--- src/common/flic_cfg.svh ---
// Purpose: Constants of the four-level interrupt controller
// Assumes: Included by bare name from design files
// Notes:   Bit positions index the joined {enable_reg_b[5:0], enable_reg_a[5:0]} word
`ifndef FLIC_CFG_SVH
`define FLIC_CFG_SVH

// Clock and machine cycle
`define FLIC_CLK_PERIOD_NS 8
`define FLIC_MC_CLOCKS     4
`define FLIC_PHASE_THREE   2
`define FLIC_CALL_MCS      4

// Source positions, register bit order
`define FLIC_BIT_EXT0      4'h0
`define FLIC_BIT_TIMER0    4'h1
`define FLIC_BIT_EXT1      4'h2
`define FLIC_BIT_TIMER1    4'h3
`define FLIC_BIT_SERIAL    4'h4
`define FLIC_BIT_BROWNOUT  4'h5
`define FLIC_BIT_TWOWIRE   4'h6
`define FLIC_BIT_KEYPAD    4'h7
`define FLIC_BIT_CMP1      4'h8
`define FLIC_BIT_CMP2      4'h9
`define FLIC_BIT_WATCHDOG  4'ha
`define FLIC_BIT_PWM       4'hb
`define FLIC_GLOBAL_EN_BIT 7

// Vector addresses
`define FLIC_VEC_EXT0      16'h0003
`define FLIC_VEC_TIMER0    16'h000b
`define FLIC_VEC_EXT1      16'h0013
`define FLIC_VEC_TIMER1    16'h001b
`define FLIC_VEC_SERIAL    16'h0023
`define FLIC_VEC_BROWNOUT  16'h002b
`define FLIC_VEC_TWOWIRE   16'h0033
`define FLIC_VEC_KEYPAD    16'h003b
`define FLIC_VEC_CMP2      16'h0043
`define FLIC_VEC_WATCHDOG  16'h0053
`define FLIC_VEC_CMP1      16'h0063
`define FLIC_VEC_PWM       16'h0073

// Sources able to leave power-down
`define FLIC_WAKE_MASK     12'h7a5

// Reset values
`define FLIC_RST_IN_SVC    4'h0
`define FLIC_RST_VECTOR    16'h0000

`endif

--- src/common/flic_pkg.sv ---
// Purpose: Types of the four-level interrupt controller
// Assumes: Nothing
// Notes:   Constants live in flic_cfg.svh
package flic_pkg;

   typedef enum logic [0:0] {
      FLIC_ST_IDLE = 1'b0,
      FLIC_ST_CALL = 1'b1
   } flic_state_t;

   typedef logic [1:0] flic_level_t;

endpackage

--- src/rtl/flic_core.sv ---
// Purpose: Four-level interrupt controller with fixed vectors
// Assumes: Core drives its instruction status as levels on this clock
// Notes:   Peripheral flags are levels from this clock domain
`timescale 1ns/1ns
`include "flic_cfg.svh"

module flic_core #(
   parameter int MC_CLOCKS = `FLIC_MC_CLOCKS,
   parameter int CALL_MCS  = `FLIC_CALL_MCS
) (
   input  wire logic        clk_i,
   input  wire logic        rstn_i,
   input  wire logic [1:0]  ext_irq_pin_i,
   input  wire logic [1:0]  ext_trigger_sel_i,
   input  wire logic        brownout_flag_i,
   input  wire logic        watchdog_flag_i,
   input  wire logic        timer0_ovf_flag_i,
   input  wire logic        timer1_ovf_flag_i,
   input  wire logic        twowire_flag_i,
   input  wire logic        keypad_flag_i,
   input  wire logic        cmp1_flag_i,
   input  wire logic        cmp2_flag_i,
   input  wire logic        uart_tx_flag_i,
   input  wire logic        uart_rx_flag_i,
   input  wire logic        pwm_brake_flag_i,
   input  wire logic [7:0]  enable_reg_a_i,
   input  wire logic [7:0]  enable_reg_b_i,
   input  wire logic [7:0]  prio_low_bits_a_i,
   input  wire logic [7:0]  prio_high_bits_a_i,
   input  wire logic [7:0]  prio_low_bits_b_i,
   input  wire logic [7:0]  prio_high_bits_b_i,
   input  wire logic        last_cycle_i,
   input  wire logic        reg_write_instr_i,
   input  wire logic        isr_exit_i,
   input  wire logic        idle_i,
   input  wire logic        power_down_i,
   output logic             hw_long_call_o,
   output logic             push_pc_o,
   output logic             load_pc_o,
   output logic [15:0]      vector_o,
   output logic [11:0]      irq_ack_o,
   output logic [3:0]       in_service_o,
   output logic [1:0]       ext_request_flag_o,
   output logic             wake_o
);

   localparam int CALL_CLKS = MC_CLOCKS * CALL_MCS;
   localparam int PW        = $clog2(MC_CLOCKS);
   localparam int CW        = $clog2(CALL_CLKS);
   localparam logic [PW-1:0] PHASE_LAST = PW'(MC_CLOCKS - 1);
   localparam logic [PW-1:0] PHASE_THREE = PW'(`FLIC_PHASE_THREE);
   localparam logic [CW-1:0] CALL_END   = CW'(CALL_CLKS - 1);
   localparam logic [CW-1:0] LOAD_AT    = CW'(CALL_CLKS - 2);

   if (MC_CLOCKS < 3 || CALL_MCS < 1) begin : g_check
      $error("flic_core: machine cycle needs phase three and a call length");
   end

   // Fixed arbitration rank to register bit position
   function automatic logic [3:0] rank_pos(input logic [3:0] rank);
      case (rank)
         4'h0:    rank_pos = `FLIC_BIT_EXT0;
         4'h1:    rank_pos = `FLIC_BIT_BROWNOUT;
         4'h2:    rank_pos = `FLIC_BIT_WATCHDOG;
         4'h3:    rank_pos = `FLIC_BIT_TIMER0;
         4'h4:    rank_pos = `FLIC_BIT_TWOWIRE;
         4'h5:    rank_pos = `FLIC_BIT_EXT1;
         4'h6:    rank_pos = `FLIC_BIT_KEYPAD;
         4'h7:    rank_pos = `FLIC_BIT_CMP1;
         4'h8:    rank_pos = `FLIC_BIT_TIMER1;
         4'h9:    rank_pos = `FLIC_BIT_CMP2;
         4'ha:    rank_pos = `FLIC_BIT_SERIAL;
         default: rank_pos = `FLIC_BIT_PWM;
      endcase
   endfunction

   function automatic logic [15:0] vec_of(input logic [3:0] pos);
      case (pos)
         `FLIC_BIT_EXT0:     vec_of = `FLIC_VEC_EXT0;
         `FLIC_BIT_TIMER0:   vec_of = `FLIC_VEC_TIMER0;
         `FLIC_BIT_EXT1:     vec_of = `FLIC_VEC_EXT1;
         `FLIC_BIT_TIMER1:   vec_of = `FLIC_VEC_TIMER1;
         `FLIC_BIT_SERIAL:   vec_of = `FLIC_VEC_SERIAL;
         `FLIC_BIT_BROWNOUT: vec_of = `FLIC_VEC_BROWNOUT;
         `FLIC_BIT_TWOWIRE:  vec_of = `FLIC_VEC_TWOWIRE;
         `FLIC_BIT_KEYPAD:   vec_of = `FLIC_VEC_KEYPAD;
         `FLIC_BIT_CMP1:     vec_of = `FLIC_VEC_CMP1;
         `FLIC_BIT_CMP2:     vec_of = `FLIC_VEC_CMP2;
         `FLIC_BIT_WATCHDOG: vec_of = `FLIC_VEC_WATCHDOG;
         default:            vec_of = `FLIC_VEC_PWM;
      endcase
   endfunction

   // Winner: higher level first, then better rank; {found, position}
   function automatic logic [4:0] pick(input logic [11:0] req, input logic [11:0] hi,
                                       input logic [11:0] lo);
      logic [3:0] pos;
      logic [3:0] win;
      logic [1:0] best;
      logic       found;
      win   = 4'h0;
      best  = 2'h0;
      found = 1'b0;
      for (int r = 11; r >= 0; r--) begin
         pos = rank_pos(4'(r));
         if (req[pos] && (!found || {hi[pos], lo[pos]} >= best)) begin
            found = 1'b1;
            best  = {hi[pos], lo[pos]};
            win   = pos;
         end
      end
      pick = {found, win};
   endfunction

   function automatic logic [3:0] top_bit(input logic [3:0] svc);
      top_bit = svc[3] ? 4'h8 : svc[2] ? 4'h4 : svc[1] ? 4'h2 : svc[0] ? 4'h1 : 4'h0;
   endfunction

   flic_pkg::flic_state_t state;
   flic_pkg::flic_state_t next_state;
   logic [PW-1:0]         phase;
   logic [CW-1:0]         call_cnt;
   logic [11:0]           flags;
   logic [11:0]           en12;
   logic [11:0]           hi12;
   logic [11:0]           lo12;
   logic [11:0]           elig;
   logic [4:0]            sel;
   logic [3:0]            sel_pos;
   flic_pkg::flic_level_t sel_lvl;
   flic_pkg::flic_level_t top_lvl;
   logic [3:0]            top_one;
   logic [3:0]            sel_one;
   logic                  clock_phase_three;
   logic                  poll;
   logic                  preempt_ok;
   logic                  take;
   logic                  pop;
   logic [11:0]           next_ack;
   logic [3:0]            next_in_svc;
   logic                  next_wake;

   assign clock_phase_three = (phase == PHASE_THREE);

   for (genvar g = 0; g < 2; g++) begin : g_ext
      flic_ext_sampler u_sampler (
         .clk_i       (clk_i),
         .rstn_i      (rstn_i),
         .pin_i       (ext_irq_pin_i[g]),
         .edge_mode_i (ext_trigger_sel_i[g]),
         .sample_i    (clock_phase_three),
         .ack_i       (next_ack[g * 2]),
         .flag_o      (ext_request_flag_o[g])
      );
   end

   // Flags in register bit order; read before this edge's update
   assign flags[`FLIC_BIT_EXT0]     = ext_request_flag_o[0];
   assign flags[`FLIC_BIT_TIMER0]   = timer0_ovf_flag_i;
   assign flags[`FLIC_BIT_EXT1]     = ext_request_flag_o[1];
   assign flags[`FLIC_BIT_TIMER1]   = timer1_ovf_flag_i;
   assign flags[`FLIC_BIT_SERIAL]   = uart_tx_flag_i | uart_rx_flag_i;
   assign flags[`FLIC_BIT_BROWNOUT] = brownout_flag_i;
   assign flags[`FLIC_BIT_TWOWIRE]  = twowire_flag_i;
   assign flags[`FLIC_BIT_KEYPAD]   = keypad_flag_i;
   assign flags[`FLIC_BIT_CMP1]     = cmp1_flag_i;
   assign flags[`FLIC_BIT_CMP2]     = cmp2_flag_i;
   assign flags[`FLIC_BIT_WATCHDOG] = watchdog_flag_i;
   assign flags[`FLIC_BIT_PWM]      = pwm_brake_flag_i;

   assign en12 = {enable_reg_b_i[5:0], enable_reg_a_i[5:0]};
   assign hi12 = {prio_high_bits_b_i[5:0], prio_high_bits_a_i[5:0]};
   assign lo12 = {prio_low_bits_b_i[5:0], prio_low_bits_a_i[5:0]};
   assign elig = flags & en12 & {12{enable_reg_a_i[`FLIC_GLOBAL_EN_BIT]}};

   assign sel     = pick(elig, hi12, lo12);
   assign sel_pos = sel[3:0];
   assign sel_lvl = {hi12[sel_pos], lo12[sel_pos]};
   assign sel_one = 4'h1 << sel_lvl;
   assign top_one = top_bit(in_service_o);
   assign top_lvl = top_one[3] ? 2'h3 : top_one[2] ? 2'h2 : top_one[1] ? 2'h1 : 2'h0;

   // Level 3 has nothing above it, so it is never preempted
   assign preempt_ok = (in_service_o == 4'h0) || (sel_lvl > top_lvl);
   assign poll       = (state == flic_pkg::FLIC_ST_IDLE) && clock_phase_three;
   // Poll outside the last cycle simply waits for a later one
   assign take = poll && sel[4] && preempt_ok && last_cycle_i
                 && !reg_write_instr_i && !isr_exit_i;
   // Only the interrupt return ends a service level, not a plain return
   assign pop  = poll && last_cycle_i && isr_exit_i;

   assign next_ack    = take ? (12'h001 << sel_pos) : 12'h000;
   assign next_in_svc = take ? (in_service_o | sel_one) :
                        pop  ? (in_service_o & ~top_one) : in_service_o;
   assign next_wake   = (power_down_i && |(elig & `FLIC_WAKE_MASK))
                        || (idle_i && |elig);

   always_comb begin
      case (state)
         flic_pkg::FLIC_ST_IDLE: next_state = take ? flic_pkg::FLIC_ST_CALL : flic_pkg::FLIC_ST_IDLE;
         flic_pkg::FLIC_ST_CALL: next_state = (call_cnt == CALL_END) ? flic_pkg::FLIC_ST_IDLE
                                                                      : flic_pkg::FLIC_ST_CALL;
         default:                next_state = flic_pkg::FLIC_ST_IDLE;
      endcase
   end

   always_ff @(posedge clk_i or negedge rstn_i) begin
      if (!rstn_i) begin
         phase    <= '0;
         state    <= flic_pkg::FLIC_ST_IDLE;
         call_cnt <= '0;
      end else begin
         phase    <= (phase == PHASE_LAST) ? '0 : phase + PW'(1);
         state    <= next_state;
         call_cnt <= (state == flic_pkg::FLIC_ST_CALL) ? call_cnt + CW'(1) : '0;
      end
   end

   // Stack push of the PC only; the status word is the routine's job
   always_ff @(posedge clk_i or negedge rstn_i) begin
      if (!rstn_i) begin
         hw_long_call_o <= 1'b0;
         push_pc_o      <= 1'b0;
         load_pc_o      <= 1'b0;
         vector_o       <= `FLIC_RST_VECTOR;
         irq_ack_o      <= 12'h000;
         in_service_o   <= `FLIC_RST_IN_SVC;
         wake_o         <= 1'b0;
      end else begin
         hw_long_call_o <= (next_state == flic_pkg::FLIC_ST_CALL);
         push_pc_o      <= take;
         load_pc_o      <= (state == flic_pkg::FLIC_ST_CALL) && (call_cnt == LOAD_AT);
         vector_o       <= take ? vec_of(sel_pos) : vector_o;
         irq_ack_o      <= next_ack;
         in_service_o   <= next_in_svc;
         wake_o         <= next_wake;
      end
   end
endmodule // flic_core

--- src/rtl/flic_ext_sampler.sv ---
// Purpose: External interrupt pin sampler and request flag
// Assumes: sample_i is one clock per machine cycle, at phase three
// Notes:   Pin is asynchronous and passes two flip-flops first
`timescale 1ns/1ns
module flic_ext_sampler (
   input  wire logic clk_i,
   input  wire logic rstn_i,
   input  wire logic pin_i,
   input  wire logic edge_mode_i,
   input  wire logic sample_i,
   input  wire logic ack_i,
   output logic      flag_o
);

   logic sync_a;
   logic sync_b;
   logic prev;
   logic fall;
   logic next_flag;

   assign fall      = prev & ~sync_b;
   // Edge mode: set wins over the vectoring clear
   assign next_flag = edge_mode_i ? (fall | (flag_o & ~ack_i)) : ~sync_b;

   always_ff @(posedge clk_i or negedge rstn_i) begin
      if (!rstn_i) begin
         sync_a <= 1'b1;
         sync_b <= 1'b1;
         prev   <= 1'b1;
         flag_o <= 1'b0;
      end else begin
         sync_a <= pin_i;
         sync_b <= sync_a;
         if (sample_i) begin
            prev   <= sync_b;
            flag_o <= next_flag;
         end
      end
   end
endmodule // flic_ext_sampler

--- config.mk ---
export PLATFORM = sky130hd
export DESIGN_NAME = flic_core
export DESIGN_NICKNAME = d
export VERILOG_FILES = /design/src/common/flic_pkg.sv /design/src/rtl/flic_core.sv /design/src/rtl/flic_ext_sampler.sv
export VERILOG_INCLUDE_DIRS = /design/src /design/src/common
export SDC_FILE = /design/constraint.sdc
export NUM_CORES = 1
export LEC_CHECK = 0
export ABC_AREA = 1
export BUFFER_PORTS_ARGS = -buffer_cell sky130_fd_sc_hd__buf_2
export CAP_MARGIN = 20
export CORE_MARGIN = 2
export CORE_UTILIZATION = 45
export DETAILED_ROUTE_END_ITERATION = 7
export GPL_TIMING_DRIVEN = 1
export PLACE_DENSITY = 0.73
export SLEW_MARGIN = 5
export SYNTH_ARGS = -nofsm -noshare
export SYNTH_HDL_FRONTEND = slang
export SYNTH_SLANG_ARGS = --single-unit
--- constraint.sdc ---
create_clock -name clk_i -period 10.3 [get_ports clk_i]
set_input_delay 0.515 -clock clk_i [delete_from_list [all_inputs] [get_ports clk_i]]
set_output_delay 0.515 -clock clk_i [all_outputs]
set_load 0.01 [all_outputs]
Yosys cells after proc, flatten, opt, wreduce, memory -nomap -nowiden
Memories as Yosys holds them, arrays and structs flattened. A register that Yosys moved wholly into a read port is not among the register bits.
Cells that the tools add are included.
{ "classes": {"n_addsub": 2, "n_lt_le_gt_ge": 13, "eq_ne": 4, "n_shift": 2, "mux": 56, "bitwise": 17, "reduce_logical": 53} }
{ "ops": {"columns": ["op", "count"], "rows": [
  ["$mux 4", 18],
  ["$mux 2", 14],
  ["$and 12x12->12", 2],
  ["$ge 2x2->1", 11],
  ["$logic_and 1x1->1", 22],
  ["$mux 1", 20],
  ["$logic_not 1->1", 14],
  ["$logic_or 1x1->1", 13],
  ["$mux 12", 1],
  ["$reduce_or 12->1", 1],
  ["$shl 1x4->12 const A", 1],
  ["$bmux 1 s4", 2],
  ["$eq 4x4->1 const B", 2],
  ["$reduce_or 7->1", 1],
  ["$lt 4x5->1 const B", 1],
  ["$not 1->1", 5],
  ["$add 4x1->4 const B", 1],
  ["$and 1x1->1", 4],
  ["$and 4x4->4", 1],
  ["$eq 2x2->1 const B", 2],
  ["$logic_not 4->1", 1],
  ["$not 4->4", 1],
  ["$or 4x4->4", 1],
  ["$shl 1x2->4 const A", 1],
  ["other kinds (5)", 7]
]} }
{ "word_totals": {"ff_bits": 50, "romBits": 64, "inputBits": 70, "output_inout_bits": 38, "wordCells": 165, "memories": 1} }
{ "mem_list": {"columns": ["name", "depth", "width", "rd", "rd_ports_with_merged_regs", "wr", "line_no", "rtl"], "rows": [
  ["(name not given)", 16, 4, 1, 1, 0, "flic_core.sv:78", "case (pos)"]
]} }

Logic depth before layout (Yosys ltp)
{ "logic_depth": {"depth_word": 61, "mapped_depth": 105, "mapped_depth_nobuf": 104} }

Modules after synthesis
A second synthesis with hierarchy kept.
{ "hier_totals": {"cells_unflattened": 462, "area_unflattened_um2": 3266.9} }
{ "by_module_without_submodules": {"columns": ["mod", "n_inst", "cells_per_inst", "area_each_um2", "seq_area_each_um2"], "rows": [
  ["flic_core", 1, 432, 2971.6, 775.7],
  ["flic_ext_sampler", 2, 15, 147.6, 103.8]
]} }

Least setup slack after synthesis
Ideal clock, no wire load.
{ "synth_timing": {"path_kind": "in2reg", "start": "in enable_reg_a_i[7]", "end": "reg g_ext[0].u_sampler.flag_o", "setup_ns": 0.127, "arrival_ns": 11.719, "required_time_ns": 10.173, "slack_ns": -1.546, "cell_stages": 95, "path_buffers": 1, "path_cell_list": "buf_6 > nand3_4 > nor2_1 > ha_1 > o21ai_0 > nand2_1 > nand2_2 > nand2_1 > and2_1 > ha_1 > nand2_1 > inv_1 > nor2_1 > nand2_1 > nand2_2 > inv_1 > nand2_1 > nand2_1 > (+59 left out) > a21oi_4 > inv_2 > nand3_1 > nand2_1 > nand2_1 > nand3_2 > ha_1 > inv_1 > nor2_1 > o21ai_0 > o21ai_0 > nand2_1 > nor3_1 > nand2_1 > inv_1 > nand2_1 > o211ai_1 > a21oi_1"} }
{ "synth_via": {"elab_chain_cells": 59, "elab_cells_between_ends": 97, "classes_between": "order compare (12); shift (1); mux (41); bitwise (4); reduce/logical (39)"} }
{ "synth_rtl": {"columns": ["element", "line_no", "rtl"], "rows": [
  ["from (decl)", "flic_core.sv:26", "input wire logic [7:0] enable_reg_a_i,"],
  ["$and 12x12->12 (*)", "flic_core.sv:174", "assign elig = flags & en12 & {12{enable_reg_a_i[`FLIC_GLOBAL_EN_BIT]}};"],
  ["$mux 2 or $mux 1 (tied branches)", "flic_core.sv:106", "if (req[pos] && (!found || {hi[pos], lo[pos]} >= best)) begin"],
  ["$ge 2x2->1 or $logic_not 1->1 (tied branches)", "flic_core.sv:106", null],
  ["$logic_or 1x1->1", "flic_core.sv:106", null],
  ["$logic_and 1x1->1", "flic_core.sv:106", null],
  ["$mux 2 or $mux 1 (tied branches)", "flic_core.sv:106", null],
  ["$ge 2x2->1 or $logic_not 1->1 (tied branches)", "flic_core.sv:106", null],
  ["$logic_or 1x1->1", "flic_core.sv:106", null],
  ["(+42 left out)", null, null],
  ["$logic_and 1x1->1 (*) (2 in a row)", "flic_core.sv:187", "assign take = poll && sel[4] && preempt_ok && last_cycle_i"],
  ["$logic_and 1x1->1 (*) (2 in a row)", "flic_core.sv:188", "&& !reg_write_instr_i && !isr_exit_i;"],
  ["via take", "flic_core.sv:137", "logic take;"],
  ["$mux 12 (*)", "flic_core.sv:192", "assign next_ack = take ? (12'h001 << sel_pos) : 12'h000;"],
  ["$not 1->1 (*)", "flic_ext_sampler.sv:23", "assign next_flag = edge_mode_i ? (fall | (flag_o & ~ack_i)) : ~sync_b;"],
  ["$and 1x1->1 (*)", "flic_ext_sampler.sv:23", null],
  ["$or 1x1->1 (*)", "flic_ext_sampler.sv:23", null],
  ["$mux 1 (*)", "flic_ext_sampler.sv:23", null],
  ["to (signal assigned)", "flic_ext_sampler.sv:36", "flag_o <= next_flag;"],
  ["to (decl)", "flic_ext_sampler.sv:12", "output logic flag_o"]
]} }
The timed path passes the listed nets; every way through them passes the cells marked *. The select of a mux whose other input is x is not followed.
A chain may end at the register's enable or synchronous reset.

Final worst setup path
{ "layout_timing": {"start": "in enable_reg_b_i[5]", "end": "reg in_service_o[0]"} }
{ "layout_via": {"elab_chain_cells": 56, "elab_cells_between_ends": 96, "classes_between": "order compare (12); shift (1); mux (40); bitwise (3); reduce/logical (40)"} }
{ "layout_rtl": {"columns": ["element", "line_no", "rtl"], "rows": [
  ["from (decl)", "flic_core.sv:27", "input wire logic [7:0] enable_reg_b_i,"],
  ["$and 12x12->12 (*) (2 in a row)", "flic_core.sv:174", null],
  ["$mux 2 or $mux 1 (tied branches)", "flic_core.sv:106", null],
  ["$ge 2x2->1 or $logic_not 1->1 (tied branches)", "flic_core.sv:106", null],
  ["$logic_or 1x1->1", "flic_core.sv:106", null],
  ["$logic_and 1x1->1", "flic_core.sv:106", null],
  ["$mux 2 or $mux 1 (tied branches)", "flic_core.sv:106", null],
  ["$ge 2x2->1 or $logic_not 1->1 (tied branches)", "flic_core.sv:106", null],
  ["$logic_or 1x1->1", "flic_core.sv:106", null],
  ["(+37 left out)", null, null],
  ["$mux 4", "flic_core.sv:106", null],
  ["$bmux 1 s4", "flic_core.sv:178", "assign sel_lvl = {hi12[sel_pos], lo12[sel_pos]};"],
  ["$mux 1 (implied by the code)", "flic_core.sv:178", null],
  ["$gt 2x2->1", "flic_core.sv:184", "assign preempt_ok = (in_service_o == 4'h0) || (sel_lvl > top_lvl);"],
  ["$logic_or 1x1->1", "flic_core.sv:184", null],
  ["$logic_and 1x1->1 (2 in a row)", "flic_core.sv:187", null],
  ["$logic_and 1x1->1 (2 in a row)", "flic_core.sv:188", null],
  ["$mux 4 or $reduce_bool 2->1 (tied branches)", null, null],
  ["to (signal assigned)", "flic_core.sv:227", "in_service_o <= `FLIC_RST_IN_SVC;"],
  ["to (signal assigned)", "flic_core.sv:235", "in_service_o <= next_in_svc;"],
  ["to (decl)", "flic_core.sv:42", "output logic [3:0] in_service_o,"]
]} }
Every way passes the cells marked *; elsewhere a longest branch is shown, timed or not. The select of a mux whose other input is x is not followed.

==> results.txt <==
----------------------------------------------------
[Outcome]
  Violations in the final reports ... negative setup slack
  Status ... finished with violations

[Clocking]
  Clock latency on the worst-skew pair ... 0.29 ns
  CTS root buf ... sky130_fd_sc_hd__clkbuf_8
  Buffer depth of the longest clock path ... 2
  Number of H-tree levels ... 2
  Clock sink count ... 39
  Count of hold buffers inserted by post-cts repair ... 0
  Clock buffers created by TritonCTS ... 5
  CTS tree ... done
  Worst-path clk slew ... 0.07 ns

[Yosys]
  Mapped cell area ... 3210 um^2
  Count of unique library cells instantiated by Yosys ... 34
  Async set-or-reset flop fraction in the synthesized netlist ... 1.00
  Library cell occupying the most area in the post-synthesis netlist ... sky130_fd_sc_hd__dfrtp_1
  Yosys warning total ... 0
  Sequential fraction of the synthesis area ... 0.306
  Share of the synthesized area in the top cell type ... 0.257
  Number of standard cells after synthesis ... 457
  Post-synth EDFFs ... 0
  FF+latch count, synth ... 39
  Top cells by area in the synthesized netlist ... sky130_fd_sc_hd__dfrtp_1, sky130_fd_sc_hd__nand2_1, sky130_fd_sc_hd__ha_1
  Most frequently used flop master after synthesis ... sky130_fd_sc_hd__dfrtp_1
  Average cell area after synthesis ... 7.03 um^2

[Final layout]
  Number of diodes ... 0
  Nets@finish ... 742
  Final instance area ... 4990 um^2
  Area growth, synth to finish ... 55.3%
  Number of fillers in the final layout ... 532
  Leading cell types in the layout, fill and taps excluded ... sky130_fd_sc_hd__buf_4, sky130_fd_sc_hd__buf_2, sky130_fd_sc_hd__inv_1
  Most common cell after layout, fill and taps aside ... sky130_fd_sc_hd__buf_4
  Ratio of cells with drive above 1 in the final layout ... 0.499

[GRT]
  Total congestion overflow after global routing ... 0
  Pin count of the biggest net entering global routing ... 40
  Wire length of the first global-routing pass ... 14600 um
  Via count of the first global-routing pass ... 3461
  Global Route Usage Sum ... 0.233
  Antenna violations before repair ... 0

[Route]
  Wire per inst ... 12.8 um
  Vias post-DR ... 3603
  Starting DRC count in detailed routing ... 141
  Via density per instance ... 4.86
  Residual antenna-violating net count after detailed routing ... 0
  Remaining design rule violation count ... 0
  Total wire length ... 9510 um
  First-pass iteration count of the detailed router ... 4

[Floorplan]
  Area of the placeable core ... 6830 um^2
  Vertical die dimension ... 88.5 um
  Die area ... 7830 um^2
  IO Count ... 108
  Die extent in x ... 88.5 um
  Floorplan row count ... 30
  Starting Density ... 0.470

[Flow run]
  # Max-Cap Violations ... 0

[STA]
  Final period util ... 1.09
  Highest Clock Rate ... 89.1 MHz
  RSZ-0062 raised after global routing ... true
  Clock tree skew after final layout ... 0.00788 ns
  Final critical delay including setup and external delays ... 11.23 ns
  Slew margin rel. ... 0.458
  Number of hold violations in the final report ... 0
  Max Slew Vio Count ... 0
  Setup-failing EPs final ... 25
  Transition at the pin with the smallest max-transition slack ... 0.813 ns
  Setup slack after layout ... -0.928 ns
  Aggregate negative setup slack ... -20.48 ns

[Setup path]
  Kind of launch point of the worst setup path ... input port
  CP peak stage delay ... 0.29 ns
  Data arrival time of the worst path ... 11.45 ns
  Buffer and inverter count on the worst path ... 13
  Top cell family by delay on the critical path ... simple AND/OR/NAND/NOR gates
  Worst Path Class, Setup ... input port to flop
  Endpoint class of the critical path ... flop
  Max Fanout on Critical Path ... 7
  Most frequent CP cell ... sky130_fd_sc_hd__nand2_2
  WP data required ... 10.52 ns
  CP max-delay cell ... sky130_fd_sc_hd__ha_1

[Placed design]
  Placement-stage worst setup slack ... -1.55 ns
  Final RePlAce weighted congestion ... 0.903
  Post-place instance area ... 4210 um^2
  Port Buf Inserts ... 86
  Post-detail-place hpwl ... 6900 um

[Min path]
  Worst min-delay path class ... input port to async pin

[Power]
  Final total power ... 0.627 mW
  Leak Pwr ... 2.85 nW
  IR Drop Worst-Case VDD ... 0.0000596 V
  Cell area power density ... 126 nW/um^2

----------------------------------------------------
==> cell usage after synthesis, types with 3 or more instances <==
cell type                 count
sky130_fd_sc_hd__a21oi_1      9
sky130_fd_sc_hd__buf_4       14
sky130_fd_sc_hd__dfrtp_1     33
sky130_fd_sc_hd__dfstp_2      6
sky130_fd_sc_hd__ha_1        28
sky130_fd_sc_hd__inv_1       83
sky130_fd_sc_hd__nand2_1    101
sky130_fd_sc_hd__nand2_2     16
sky130_fd_sc_hd__nand2_4      3
sky130_fd_sc_hd__nand3_1     46
sky130_fd_sc_hd__nand3_2     11
sky130_fd_sc_hd__nand4_1      4
sky130_fd_sc_hd__nor2_1      36
sky130_fd_sc_hd__nor3_1       6
sky130_fd_sc_hd__o21ai_0     33
==> state kept, by name, summed over array words and instances, names as in the netlist <==
signal,cells
irq_ack_o,12
vector_o,5
wake_o,1
phase,2
g_ext.u_sampler.sync_b,2
g_ext.u_sampler.sync_a,2
state,1
push_pc_o,1
g_ext.u_sampler.prev,2
in_service_o,4
call_cnt,4
load_pc_o,1
g_ext.u_sampler.flag_o,2
==> layer usage <==
| metal | vias to the layer above | track usage | routed length [um] |
|---|---|---|---|
| met4 | 0 | 0.0882 | 297 |
| met3 | 32 | 0.0215 | 439 |
| met2 | 113 | 0.445 | 5030 |
| met5 | - | 0 | 0 |
| met1 | 1656 | 0.267 | 3740 |
| li1 | 1802 | - | - |
==> metrics by stage <==
stage	hold WS [ns]	utilization	instances
2_1_floorplan	0.219	-	466
3_3_place_gp	0.347	0.617	694
3_5_place_dp	0.348	0.617	694
4_1_cts	0.308	0.696	731
5_1_grt	0.308	0.730	741
6_report	0.313	0.730	741
==> where the power goes <==
part,switching [mW],internal [mW],leakage [nW]
Clock,0.0500,0.0968,0.0654
Sequential,0.0149,0.171,0.501
Combinational,0.157,0.137,2.28
Total,0.222,0.405,2.85
==> repair_timing <==
| action | CTS | global route |
|---|---|---|
| pin swaps | 69 | 53 |
| buffers inserted | 29 | 10 |
| gates cloned | 0 | 0 |
| resized for setup | 53 | 38 |
| setup endpoints to repair | 25 | 25 |
==> logic make-up (layout without fill, tap and decap cells) <==
kind of cell               Yosys count  count (layout)  share of synthesized area
AOI/OAI and AO/OA                   52              52                     0.0900
and+or+nand+nor                    234             234                      0.352
adders and majority gates           28              28                      0.109
buffers and inverters              103             282                      0.141
other                                1              10                    0.00117
DFF                                 39              39                      0.306
==> layout make-up <==
cell class	instances	area, um^2	share of cell area
Clock inverter	2	60.1	0.0120
Sequential cell	39	983	0.197
Timing Repair Buffer	189	1250	0.250
Clock buffer	6	72.6	0.0146
Multi-Input combinational cell	324	2180	0.437
Inverter	85	322	0.0645
Tap cell	96	120	0.0241
==> final timing paths <==
check	from	end	slack, ns	cells past startpoint
min reg2reg	g_ext[0].u_sampler.sync_a	g_ext[0].u_sampler.sync_b	0.36	0
max	enable_reg_b_i[5]	in_service_o[0]	-0.93	96
min	rstn_i	g_ext[1].u_sampler.flag_o	0.31	1
min in group clk_i	ext_irq_pin_i[0]	g_ext[0].u_sampler.sync_a	0.32	1
max in group asynchronous	rstn_i	vector_o[0]	9.47	1
max reg2reg	g_ext[1].u_sampler.flag_o	in_service_o[0]	3.19	56
(Power assumes the default switching activity.)
